[src/core/prog_select_params.svh]
// constants for the programmable chip-select decoder: ports, indexes, fields, resets
`ifndef PROG_SELECT_PARAMS_SVH
`define PROG_SELECT_PARAMS_SVH

// ****************************************
// configuration space access ports
// ****************************************
`define PSEL_INDEX_PORT 16'h0022
`define PSEL_DATA_PORT 16'h0024
`define PSEL_UNARMED_READ 8'hff
`define PSEL_UNMAPPED_READ 8'h00

// ****************************************
// register indexes
// ****************************************
`define PSEL_IDX_CYCLE_TYPE 8'hb3
`define PSEL_IDX_TWO_BASE 8'hba
`define PSEL_IDX_TWO_CONTROL 8'hbb
`define PSEL_IDX_THREE_BASE 8'hbc
`define PSEL_IDX_THREE_CONTROL 8'hbd
`define PSEL_IDX_GRANULARITY 8'hbf

// ****************************************
// reset values
// ****************************************
`define PSEL_RST_CYCLE_TYPE 8'h00
`define PSEL_RST_BASE 8'h00
`define PSEL_RST_CONTROL 8'h00
`define PSEL_RST_GRANULARITY 8'h0f

// ****************************************
// control register fields
// ****************************************
`define PSEL_CTRL_TOP_BASE 7
`define PSEL_CTRL_WRITE_EN 6
`define PSEL_CTRL_READ_EN 5
`define PSEL_CTRL_EARLY 4
`define PSEL_CTRL_MASK_HI 3
`define PSEL_CTRL_MASK_LO 0

// ****************************************
// shared register fields, select two then three
// ****************************************
`define PSEL_GRAN_BASE_TWO 6
`define PSEL_GRAN_BASE_THREE 7
`define PSEL_GRAN_MASK_TWO 2
`define PSEL_GRAN_MASK_THREE 3
`define PSEL_CT_ROM_TWO 2
`define PSEL_CT_ROM_THREE 3
`define PSEL_CT_WIDE_TWO 6
`define PSEL_CT_WIDE_THREE 7

// ****************************************
// shared pin lanes (pin six is lane 0)
// ****************************************
`define PSEL_LANE_TWO 2
`define PSEL_LANE_THREE 3

`endif

[src/core/prog_select_pkg.sv]
// types shared by the programmable chip-select decoder files
package prog_select_pkg;

   // one select's decoded configuration
   typedef struct packed {
      logic [7:0] base;
      logic top_base;
      logic write_en;
      logic read_en;
      logic early;
      logic [3:0] mask;
      logic low_base;
      logic low_mask;
      logic is_rom;
      logic rom_wide;
   } sel_cfg_t;

   // one bus cycle as seen by the decoder
   typedef struct packed {
      logic [23:0] addr;
      logic mem;
      logic write;
      logic addr_valid;
      logic cmd;
   } bus_cycle_t;

   typedef enum logic {
      IDX_IDLE,
      IDX_ARMED
   } idx_state_t;

endpackage

[src/core/prog_select_match.sv]
// address, cycle type and direction comparator for one programmable select
`timescale 1ns/1ps
`default_nettype none

module prog_select_match (
   input wire prog_select_pkg::sel_cfg_t cfg_i,
   input wire prog_select_pkg::bus_cycle_t cyc_i,
   output logic hit_o
);

   logic [9:0] field;
   logic [9:0] want;
   logic [9:0] care;
   logic type_ok;
   logic dir_ok;

   // ****************************************
   // pick the ten compared address bits
   // ****************************************
   always_comb begin
      if (cyc_i.mem) begin
         field = cyc_i.addr[23:14];
      end else begin
         field = cyc_i.addr[9:0];
      end
   end

   // top bit from control, eight from base, low from granularity
   assign want = {cfg_i.top_base, cfg_i.base, cfg_i.low_base};
   // a set mask bit drops that bit from the compare
   assign care = {5'h1f, ~cfg_i.mask, ~cfg_i.low_mask};

   // ****************************************
   // cycle qualification
   // ****************************************
   assign type_ok = (cyc_i.mem == cfg_i.is_rom);
   assign dir_ok = cyc_i.write ? cfg_i.write_en : cfg_i.read_en;

   assign hit_o = type_ok && dir_ok && (((field ^ want) & care) == 10'h000);

endmodule // prog_select_match

`default_nettype wire

[src/core/prog_select_decoder.sv]
// programmable chip-select decoder for selects two and three, with its config registers
`timescale 1ns/1ps
`default_nettype none
`include "prog_select_params.svh"

module prog_select_decoder #(
   parameter int IO_ADDR_W = 16
) (
   input wire logic core_clk_i,
   input wire logic nrst_i,
   // configuration i/o port
   input wire logic [IO_ADDR_W-1:0] io_addr_i,
   input wire logic io_wr_i,
   input wire logic io_rd_i,
   input wire logic [7:0] io_wdata_i,
   output logic [7:0] io_rdata_o,
   output logic io_rdata_valid_o,
   // bus cycle under decode
   input wire logic [23:0] cyc_addr_i,
   input wire logic cyc_mem_i,
   input wire logic cyc_write_i,
   input wire logic cyc_addr_valid_i,
   input wire logic cyc_cmd_i,
   // cycles that own the shared pins or forbid selects
   input wire logic dram_cycle_i,
   input wire logic cpu_hold_acknowledge_i,
   input wire logic [3:0] dram_addr_i,
   // pins and status
   output logic at_cycle_strobe_n_o,
   output logic [3:0] shared_mem_addr_pins_o,
   output logic prog_select_two_n_o,
   output logic prog_select_three_n_o,
   output logic rom_select_cycle_o,
   output logic rom_word_wide_o
);

   // ****************************************
   // elaboration checks
   // ****************************************
   generate
      if (IO_ADDR_W < 10 || IO_ADDR_W > 16) begin : g_bad_width
         $error("IO_ADDR_W must lie between 10 and 16");
      end
   endgenerate

   localparam int NSEL = 2;

   // ****************************************
   // declarations
   // ****************************************
   prog_select_pkg::idx_state_t idx_state;
   logic [7:0] idx_value;
   logic [7:0] cycle_type;
   logic [7:0] two_base;
   logic [7:0] two_control;
   logic [7:0] three_base;
   logic [7:0] three_control;
   logic [7:0] granularity;
   logic [15:0] io_addr_full;
   logic hit_index_port;
   logic hit_data_port;
   logic data_access;
   logic data_write;
   logic data_read;
   logic [7:0] next_rdata;
   prog_select_pkg::bus_cycle_t cyc;
   prog_select_pkg::sel_cfg_t cfg [NSEL];
   logic [NSEL-1:0] hit;
   logic [NSEL-1:0] timing_ok;
   logic [NSEL-1:0] next_sel;
   logic [NSEL-1:0] sel;
   logic blocked;
   logic next_strobe;
   logic strobe;
   logic [3:0] next_pins;
   logic next_rom;
   logic next_wide;

   // ****************************************
   // configuration port decode
   // ****************************************
   assign io_addr_full = 16'(io_addr_i);
   assign hit_index_port = (io_addr_full == `PSEL_INDEX_PORT);
   assign hit_data_port = (io_addr_full == `PSEL_DATA_PORT);
   assign data_access = hit_data_port && (io_wr_i || io_rd_i);
   // a data access only counts after a fresh index write
   assign data_write = hit_data_port && io_wr_i
                       && (idx_state == prog_select_pkg::IDX_ARMED);
   assign data_read = hit_data_port && io_rd_i
                      && (idx_state == prog_select_pkg::IDX_ARMED);

   // ****************************************
   // index state
   // ****************************************
   // the index disarms after every data access, so software
   // must rewrite it even for back-to-back use of one register
   always_ff @(posedge core_clk_i or negedge nrst_i) begin
      if (!nrst_i) begin
         idx_state <= prog_select_pkg::IDX_IDLE;
      end else begin
         case (idx_state)
            prog_select_pkg::IDX_IDLE: begin
               if (hit_index_port && io_wr_i) begin
                  idx_state <= prog_select_pkg::IDX_ARMED;
               end
            end
            prog_select_pkg::IDX_ARMED: begin
               if (data_access) begin
                  idx_state <= prog_select_pkg::IDX_IDLE;
               end
            end
            default: begin
               idx_state <= prog_select_pkg::IDX_IDLE;
            end
         endcase
      end
   end

   always_ff @(posedge core_clk_i or negedge nrst_i) begin
      if (!nrst_i) begin
         idx_value <= 8'h00;
      end else if (hit_index_port && io_wr_i) begin
         idx_value <= io_wdata_i;
      end
   end

   // ****************************************
   // register writes
   // ****************************************
   always_ff @(posedge core_clk_i or negedge nrst_i) begin
      if (!nrst_i) begin
         cycle_type <= `PSEL_RST_CYCLE_TYPE;
         two_base <= `PSEL_RST_BASE;
         two_control <= `PSEL_RST_CONTROL;
         three_base <= `PSEL_RST_BASE;
         three_control <= `PSEL_RST_CONTROL;
         granularity <= `PSEL_RST_GRANULARITY;
      end else if (data_write) begin
         case (idx_value)
            `PSEL_IDX_CYCLE_TYPE: begin
               cycle_type <= io_wdata_i;
            end
            `PSEL_IDX_TWO_BASE: begin
               two_base <= io_wdata_i;
            end
            `PSEL_IDX_TWO_CONTROL: begin
               two_control <= io_wdata_i;
            end
            `PSEL_IDX_THREE_BASE: begin
               three_base <= io_wdata_i;
            end
            `PSEL_IDX_THREE_CONTROL: begin
               three_control <= io_wdata_i;
            end
            `PSEL_IDX_GRANULARITY: begin
               granularity <= io_wdata_i;
            end
            default: begin
            end
         endcase
      end
   end

   // ****************************************
   // register reads
   // ****************************************
   always_comb begin
      next_rdata = `PSEL_UNMAPPED_READ;
      if (!data_read) begin
         next_rdata = `PSEL_UNARMED_READ;
      end else begin
         case (idx_value)
            `PSEL_IDX_CYCLE_TYPE: next_rdata = cycle_type;
            `PSEL_IDX_TWO_BASE: next_rdata = two_base;
            `PSEL_IDX_TWO_CONTROL: next_rdata = two_control;
            `PSEL_IDX_THREE_BASE: next_rdata = three_base;
            `PSEL_IDX_THREE_CONTROL: next_rdata = three_control;
            `PSEL_IDX_GRANULARITY: next_rdata = granularity;
            default: next_rdata = `PSEL_UNMAPPED_READ;
         endcase
      end
   end

   // read data is held until the next data-port read
   always_ff @(posedge core_clk_i or negedge nrst_i) begin
      if (!nrst_i) begin
         io_rdata_o <= 8'h00;
         io_rdata_valid_o <= 1'b0;
      end else begin
         io_rdata_valid_o <= hit_data_port && io_rd_i;
         if (hit_data_port && io_rd_i) begin
            io_rdata_o <= next_rdata;
         end
      end
   end

   // ****************************************
   // per-select configuration
   // ****************************************
   always_comb begin
      cfg[0].base = two_base;
      cfg[0].top_base = two_control[`PSEL_CTRL_TOP_BASE];
      cfg[0].write_en = two_control[`PSEL_CTRL_WRITE_EN];
      cfg[0].read_en = two_control[`PSEL_CTRL_READ_EN];
      cfg[0].early = two_control[`PSEL_CTRL_EARLY];
      cfg[0].mask = two_control[`PSEL_CTRL_MASK_HI:`PSEL_CTRL_MASK_LO];
      cfg[0].low_base = granularity[`PSEL_GRAN_BASE_TWO];
      cfg[0].low_mask = granularity[`PSEL_GRAN_MASK_TWO];
      cfg[0].is_rom = cycle_type[`PSEL_CT_ROM_TWO];
      cfg[0].rom_wide = cycle_type[`PSEL_CT_WIDE_TWO];
      cfg[1].base = three_base;
      cfg[1].top_base = three_control[`PSEL_CTRL_TOP_BASE];
      cfg[1].write_en = three_control[`PSEL_CTRL_WRITE_EN];
      cfg[1].read_en = three_control[`PSEL_CTRL_READ_EN];
      cfg[1].early = three_control[`PSEL_CTRL_EARLY];
      cfg[1].mask = three_control[`PSEL_CTRL_MASK_HI:`PSEL_CTRL_MASK_LO];
      cfg[1].low_base = granularity[`PSEL_GRAN_BASE_THREE];
      cfg[1].low_mask = granularity[`PSEL_GRAN_MASK_THREE];
      cfg[1].is_rom = cycle_type[`PSEL_CT_ROM_THREE];
      cfg[1].rom_wide = cycle_type[`PSEL_CT_WIDE_THREE];
   end

   // ****************************************
   // bus cycle capture
   // ****************************************
   assign cyc.addr = cyc_addr_i;
   assign cyc.mem = cyc_mem_i;
   assign cyc.write = cyc_write_i;
   assign cyc.addr_valid = cyc_addr_valid_i;
   assign cyc.cmd = cyc_cmd_i;

   // ****************************************
   // decode per select
   // ****************************************
   generate
      for (genvar s = 0; s < NSEL; s++) begin : g_sel
         prog_select_match u_match (
            .cfg_i(cfg[s]),
            .cyc_i(cyc),
            .hit_o(hit[s])
         );
         // early mode fires on the address alone, otherwise waits for the command
         assign timing_ok[s] = cyc.addr_valid
                               && (cfg[s].early || cyc.cmd);
         assign next_sel[s] = hit[s] && timing_ok[s] && !blocked;
      end
   endgenerate

   // the shared pins belong to the memory controller on dram cycles, and
   // hold-acknowledge marks dma and refresh, where no peripheral may answer
   assign blocked = dram_cycle_i || cpu_hold_acknowledge_i;

   // ****************************************
   // select state
   // ****************************************
   always_ff @(posedge core_clk_i or negedge nrst_i) begin
      if (!nrst_i) begin
         sel <= '0;
      end else begin
         sel <= next_sel;
      end
   end

   assign next_strobe = |next_sel;

   always_ff @(posedge core_clk_i or negedge nrst_i) begin
      if (!nrst_i) begin
         strobe <= 1'b0;
      end else begin
         strobe <= next_strobe;
      end
   end

   // ****************************************
   // shared pin multiplexer
   // ****************************************
   // the mux follows the strobe flop, so pins change one clock after the
   // strobe; downstream gating must tolerate that lag or delay the strobe
   always_comb begin
      next_pins = dram_addr_i;
      if (strobe) begin
         next_pins = 4'hf;
         next_pins[`PSEL_LANE_TWO] = !sel[0];
         next_pins[`PSEL_LANE_THREE] = !sel[1];
      end
   end

   always_ff @(posedge core_clk_i or negedge nrst_i) begin
      if (!nrst_i) begin
         shared_mem_addr_pins_o <= 4'h0;
      end else begin
         shared_mem_addr_pins_o <= next_pins;
      end
   end

   always_ff @(posedge core_clk_i or negedge nrst_i) begin
      if (!nrst_i) begin
         at_cycle_strobe_n_o <= 1'b1;
         prog_select_two_n_o <= 1'b1;
         prog_select_three_n_o <= 1'b1;
      end else begin
         at_cycle_strobe_n_o <= !next_strobe;
         prog_select_two_n_o <= !next_sel[0];
         prog_select_three_n_o <= !next_sel[1];
      end
   end

   // ****************************************
   // rom status
   // ****************************************
   // select two wins the width report if both hit the same rom cycle
   always_comb begin
      next_rom = 1'b0;
      next_wide = 1'b0;
      if (next_sel[0] && cfg[0].is_rom) begin
         next_rom = 1'b1;
         next_wide = cfg[0].rom_wide;
      end else if (next_sel[1] && cfg[1].is_rom) begin
         next_rom = 1'b1;
         next_wide = cfg[1].rom_wide;
      end
   end

   always_ff @(posedge core_clk_i or negedge nrst_i) begin
      if (!nrst_i) begin
         rom_select_cycle_o <= 1'b0;
         rom_word_wide_o <= 1'b0;
      end else begin
         rom_select_cycle_o <= next_rom;
         rom_word_wide_o <= next_wide;
      end
   end

endmodule // prog_select_decoder

`default_nettype wire

[config.mk]
export PLATFORM = sky130hd
export DESIGN_NAME = prog_select_decoder
export DESIGN_NICKNAME = d
export VERILOG_FILES = /design/src/core/prog_select_pkg.sv /design/src/core/prog_select_match.sv /design/src/core/prog_select_decoder.sv
export VERILOG_INCLUDE_DIRS = /design/src /design/src/core
export SDC_FILE = /design/constraint.sdc
export NUM_CORES = 1
export LEC_CHECK = 0
export BUFFER_PORTS_ARGS = -buffer_cell sky130_fd_sc_hd__buf_4
export CORE_ASPECT_RATIO = 0.7
export CORE_MARGIN = 5
export CORE_UTILIZATION = 45
export DETAILED_ROUTE_END_ITERATION = 8
export GPL_TIMING_DRIVEN = 1
export MAX_ROUTING_LAYER = met4
export PLACE_DENSITY = 0.68
export REMOVE_ABC_BUFFERS = 1
export SYNTH_ARGS = -nofsm -noshare
export SYNTH_HDL_FRONTEND = slang
export SYNTH_SLANG_ARGS = --single-unit
[constraint.sdc]
create_clock -name core_clk_i -period 2.2 [get_ports core_clk_i]
set_input_delay 0.11 -clock core_clk_i [delete_from_list [all_inputs] [get_ports core_clk_i]]
set_output_delay 0.11 -clock core_clk_i [all_outputs]
set_load 0.02 [all_outputs]
==> out/summary.md <==
- sky130_fd_sc_hd__dfrtp_1 — slowest CP cell
- 9 — TritonCTS buffer count
- 2 — clock buffer depth
- 659 — fill cell count
- 2,900 — number of global-route vias before repair
- 80 — I/O pin count
- 47.65% — area fraction of the dominant cell type after synthesis
- 1 — crit path buf inv count
- 631.7 nW/um^2 — pwr dens
- simple AND/OR/NAND/NOR gates — cell class contributing the biggest share of worst-path delay
- 495.1 MHz — Peak Freq
- 1961 sq um — register cell area after layout
- sky130_fd_sc_hd__dfrtp_1 — top_reg_cell synth
- finished clean — run status
- 0.06 ns — clock transition at the registers of the reported paths
- 9543 microns — Routed WL
- sky130_fd_sc_hd__dfrtp_1 (71), sky130_fd_sc_hd__mux2_2 (48), sky130_fd_sc_hd__mux2i_1 (22), sky130_fd_sc_hd__nor2_1 (22), sky130_fd_sc_hd__a21oi_1 (16) — Post-synth top cells
- sky130_fd_sc_hd__dfrtp_1 — count leader, synth
- 52.58% — Seq/Total Area, Yosys
- 0 — Overflow after GRT
- 0.007037 ns — Setup Skew
- 2.367 nW — leakage
- 456 — post-layout net count
- 120 — violation count after the first detailed-route iteration
- and4b_1, nand3_1, nor3b_2, nor2b_1, buf_4, mux2_2 — critical-path cell list
- 0.8333 — routability-driven placement congestion ratio
- 0 — drc violations
- 0 — diode count
- 5 — largest fanout of any net on the critical path
- 2.24 ns — CP arrival
- input pin to flop — type of the tightest min-delay check
- 0 — Setup Buffers After CTS
- 19.09 microns — Avg WL per Cell
- 0 — initial antenna violation count
- 0.37 ns — longest individual stage delay on the worst path
- 0.003049 W — Pwr Total
- 27 — placement row count
- 26.16% — met1 track demand over resource
- 297 — post-synthesis instance total
- 3 — H-tree Lvls
- 31.55% — met2 routing resource usage after global routing
- 0.4883 ns — worst-margin pin slew
- 0.0003134 V — maximum VDD drop
- sky130_fd_sc_hd__dfrtp_1 — cell type contributing the most total cell area after synthesis
- 1707 sq um — area used by multi-input combinational logic
- met2 — GR peak layer
- 46.77% — Initial Util
- 86.16 microns — die height
- 0 — Final Slew Violations
- 29.46% — synthesis-to-layout area growth
- 10,230 sq um — Die Footprint
- 0 — number of warnings reported in the yosys synthesis log
- 6866 microns — Final HPWL DP
- 20.23% — GR Util All Layers
- flop — Worst setup EP type
- flop — critical path startpoint category
- 45.36% — share of post-route cells with drive strength above 1
- 0.34 ns — clock insertion delay at the later pin of the skew report
- 7973 sq um — Core Region
- 78 — #FFs+latches synth
- 118.8 microns — width of the chip
- sky130_fd_sc_hd__clkbuf_16 — buffer cell driving the clock tree root
- 500 — post-layout instance count excluding filler cells
- 4 — detailed-router iteration count before antenna repair
- 5.208% — met3 demand-to-capacity share in global routing
- 43 — count of unique library cells instantiated by Yosys
- 0 — number of violations of the max-capacitance limit
- 3729 sq um — area of the mapped netlist
- 79 — largest net degree at the start of global routing
- 15,320 microns — first-pass GRT wire length
- built — TritonCTS clock tree
- 12.55 sq um — mean area per synthesized cell
- 0 — Finish-stage setup viols
- 0 — number of flops mapped to enable cells by yosys
- 2,691 — total number of vias
- 75 — buffers added on ports
- 100.0% — proportion of register bits with asynchronous set or reset after synthesis
- 0 — Hold Violations, Final
- flop to flop — critical setup path kind
- 2.42 ns — required time worst endpoint
- 78 — number of sinks driven by the clock tree
- 67.37% — Max-slew headroom
- sky130_fd_sc_hd__dfrtp_1 (48%), sky130_fd_sc_hd__mux2_2 (14%), sky130_fd_sc_hd__mux2i_1 (5.9%) — Synth area leaders
- 91.81% — share of the clock period used by the worst path
- 2.020 ns — final period demand of the worst path
- 5.382 — average via count per standard cell
- 481 — total placed cells including tap cells
- 0 — remaining number of nets flagged by the antenna check after routing
- no — RSZ-0062 raised after global routing
-- where the power goes --
part / switching (W) / internal [W]
Clock: 0.000600 / 0.000798
Sequential: 0.00000114 / 0.00144
Combinational: 0.000103 / 0.000109
-- stage by stage --
step / setup TNS, ns / cell area (sq um) / util (%) / hold slack (ns) / worst slack (ns)
after floorplan: -0.1232 / 3685 / - / -0.1856 / -0.01540
after global placement: 0 / 4507 / 56.53 / 0.1661 / 0.07678
after detailed placement: 0 / 4507 / 56.53 / 0.1623 / 0.06005
after CTS: 0 / 4818 / 60.44 / 0.005494 / 0.1024
after global routing: 0 / 4827 / 60.55 / 0.02515 / 0.05141
final: 0 / 4827 / 60.55 / 0.01097 / 0.1802
-- path summary, 6_finish.rpt --
kind	cells after the start	startpoint	slack, ns	endpoint
worst max-delay path	6	idx_value[6]	0.18	three_control[4]
worst min register to register	1	sel[0]	0.42	shared_mem_addr_pins_o[2]
worst min-delay path	3	dram_addr_i[3]	0.01	shared_mem_addr_pins_o[3]
worst max register to register	6	idx_value[6]	0.18	three_control[4]
min in group asynchronous	3	nrst_i	0.32	io_rdata_o[5]
max in group asynchronous	3	nrst_i	1.50	granularity[1]
-- state kept, by name (all words and copies together), names as in the netlist --
signal	cells
at_cycle_strobe_n_o	1
cycle_type	8
granularity	8
idx_state	1
idx_value	8
io_rdata_o	8
io_rdata_valid_o	1
prog_select_three_n_o	1
prog_select_two_n_o	1
rom_select_cycle_o	1
rom_word_wide_o	1
sel	2
shared_mem_addr_pins_o	4
strobe	1
three_base	8
three_control	8
two_base	8
two_control	8
-- cells in the final DEF (no fill, tap or decap), types with 3 or more instances in the layout --
cell	instances
sky130_fd_sc_hd__nand2_1	8
sky130_fd_sc_hd__buf_4	90
sky130_fd_sc_hd__nor2b_1	3
sky130_fd_sc_hd__mux2i_1	22
sky130_fd_sc_hd__a31oi_1	8
sky130_fd_sc_hd__inv_1	7
sky130_fd_sc_hd__mux2_2	48
sky130_fd_sc_hd__nor2_1	22
sky130_fd_sc_hd__dfrtp_1	71
sky130_fd_sc_hd__xnor2_1	10
sky130_fd_sc_hd__a21oi_1	16
sky130_fd_sc_hd__o21ai_0	3
sky130_fd_sc_hd__nor4_1	6
sky130_fd_sc_hd__clkbuf_16	9
sky130_fd_sc_hd__dfstp_2	7
sky130_fd_sc_hd__or2_2	3
sky130_fd_sc_hd__xor2_1	12
sky130_fd_sc_hd__dlygate4sd3_1	3
sky130_fd_sc_hd__mux2_4	8
sky130_fd_sc_hd__a22oi_1	8
-- layer usage --
layer / vias to the layer above / share of wire (%)
li1: 1269 / -
met1: 1327 / 46
met2: 78 / 45
met3: 17 / 6.7
met4: 0 / 1.6
met5: - / 0
-- cells by family (layout without fill, tap and decap cells) --
kind of cell	after synthesis	count (layout)	synth area share, %
and+or+nand+nor	61	61	9.397
xor gates and xnor gates	22	22	5.168
DFF	78	78	52.58
buffers and inverters	15	117	1.879
AOI/OAI and AO/OA	42	42	7.047
muxes	79	79	23.93
-- layout make-up --
| cell class | instances | area share, % |
|---|---|---|
| Inverter | 7 | 0.5443 |
| Tap cell | 101 | 2.618 |
| Timing Repair Buffer | 94 | 15.03 |
| Clock buffer | 10 | 4.951 |
| Multi-Input combinational cell | 204 | 35.36 |
| Clock inverter | 6 | 0.8813 |
| Sequential cell | 78 | 40.62 |
-- worst reg2reg max path, stage by stage, from the launching register on --
cell and delay (ns):
sky130_fd_sc_hd__dfrtp_1 0.37, sky130_fd_sc_hd__and4b_1 0.32, sky130_fd_sc_hd__nand3_1 0.21, sky130_fd_sc_hd__nor3b_2 0.25, sky130_fd_sc_hd__nor2b_1 0.22, sky130_fd_sc_hd__buf_4 0.20, sky130_fd_sc_hd__mux2_2 0.34
-- timing repair --
item,CTS,global route
resized for setup,0,1
hold endpoints to repair,73,0
endpoints found under the setup margin,0,8
hold buffers,3,0
Power figures use the tool's default switching activity.
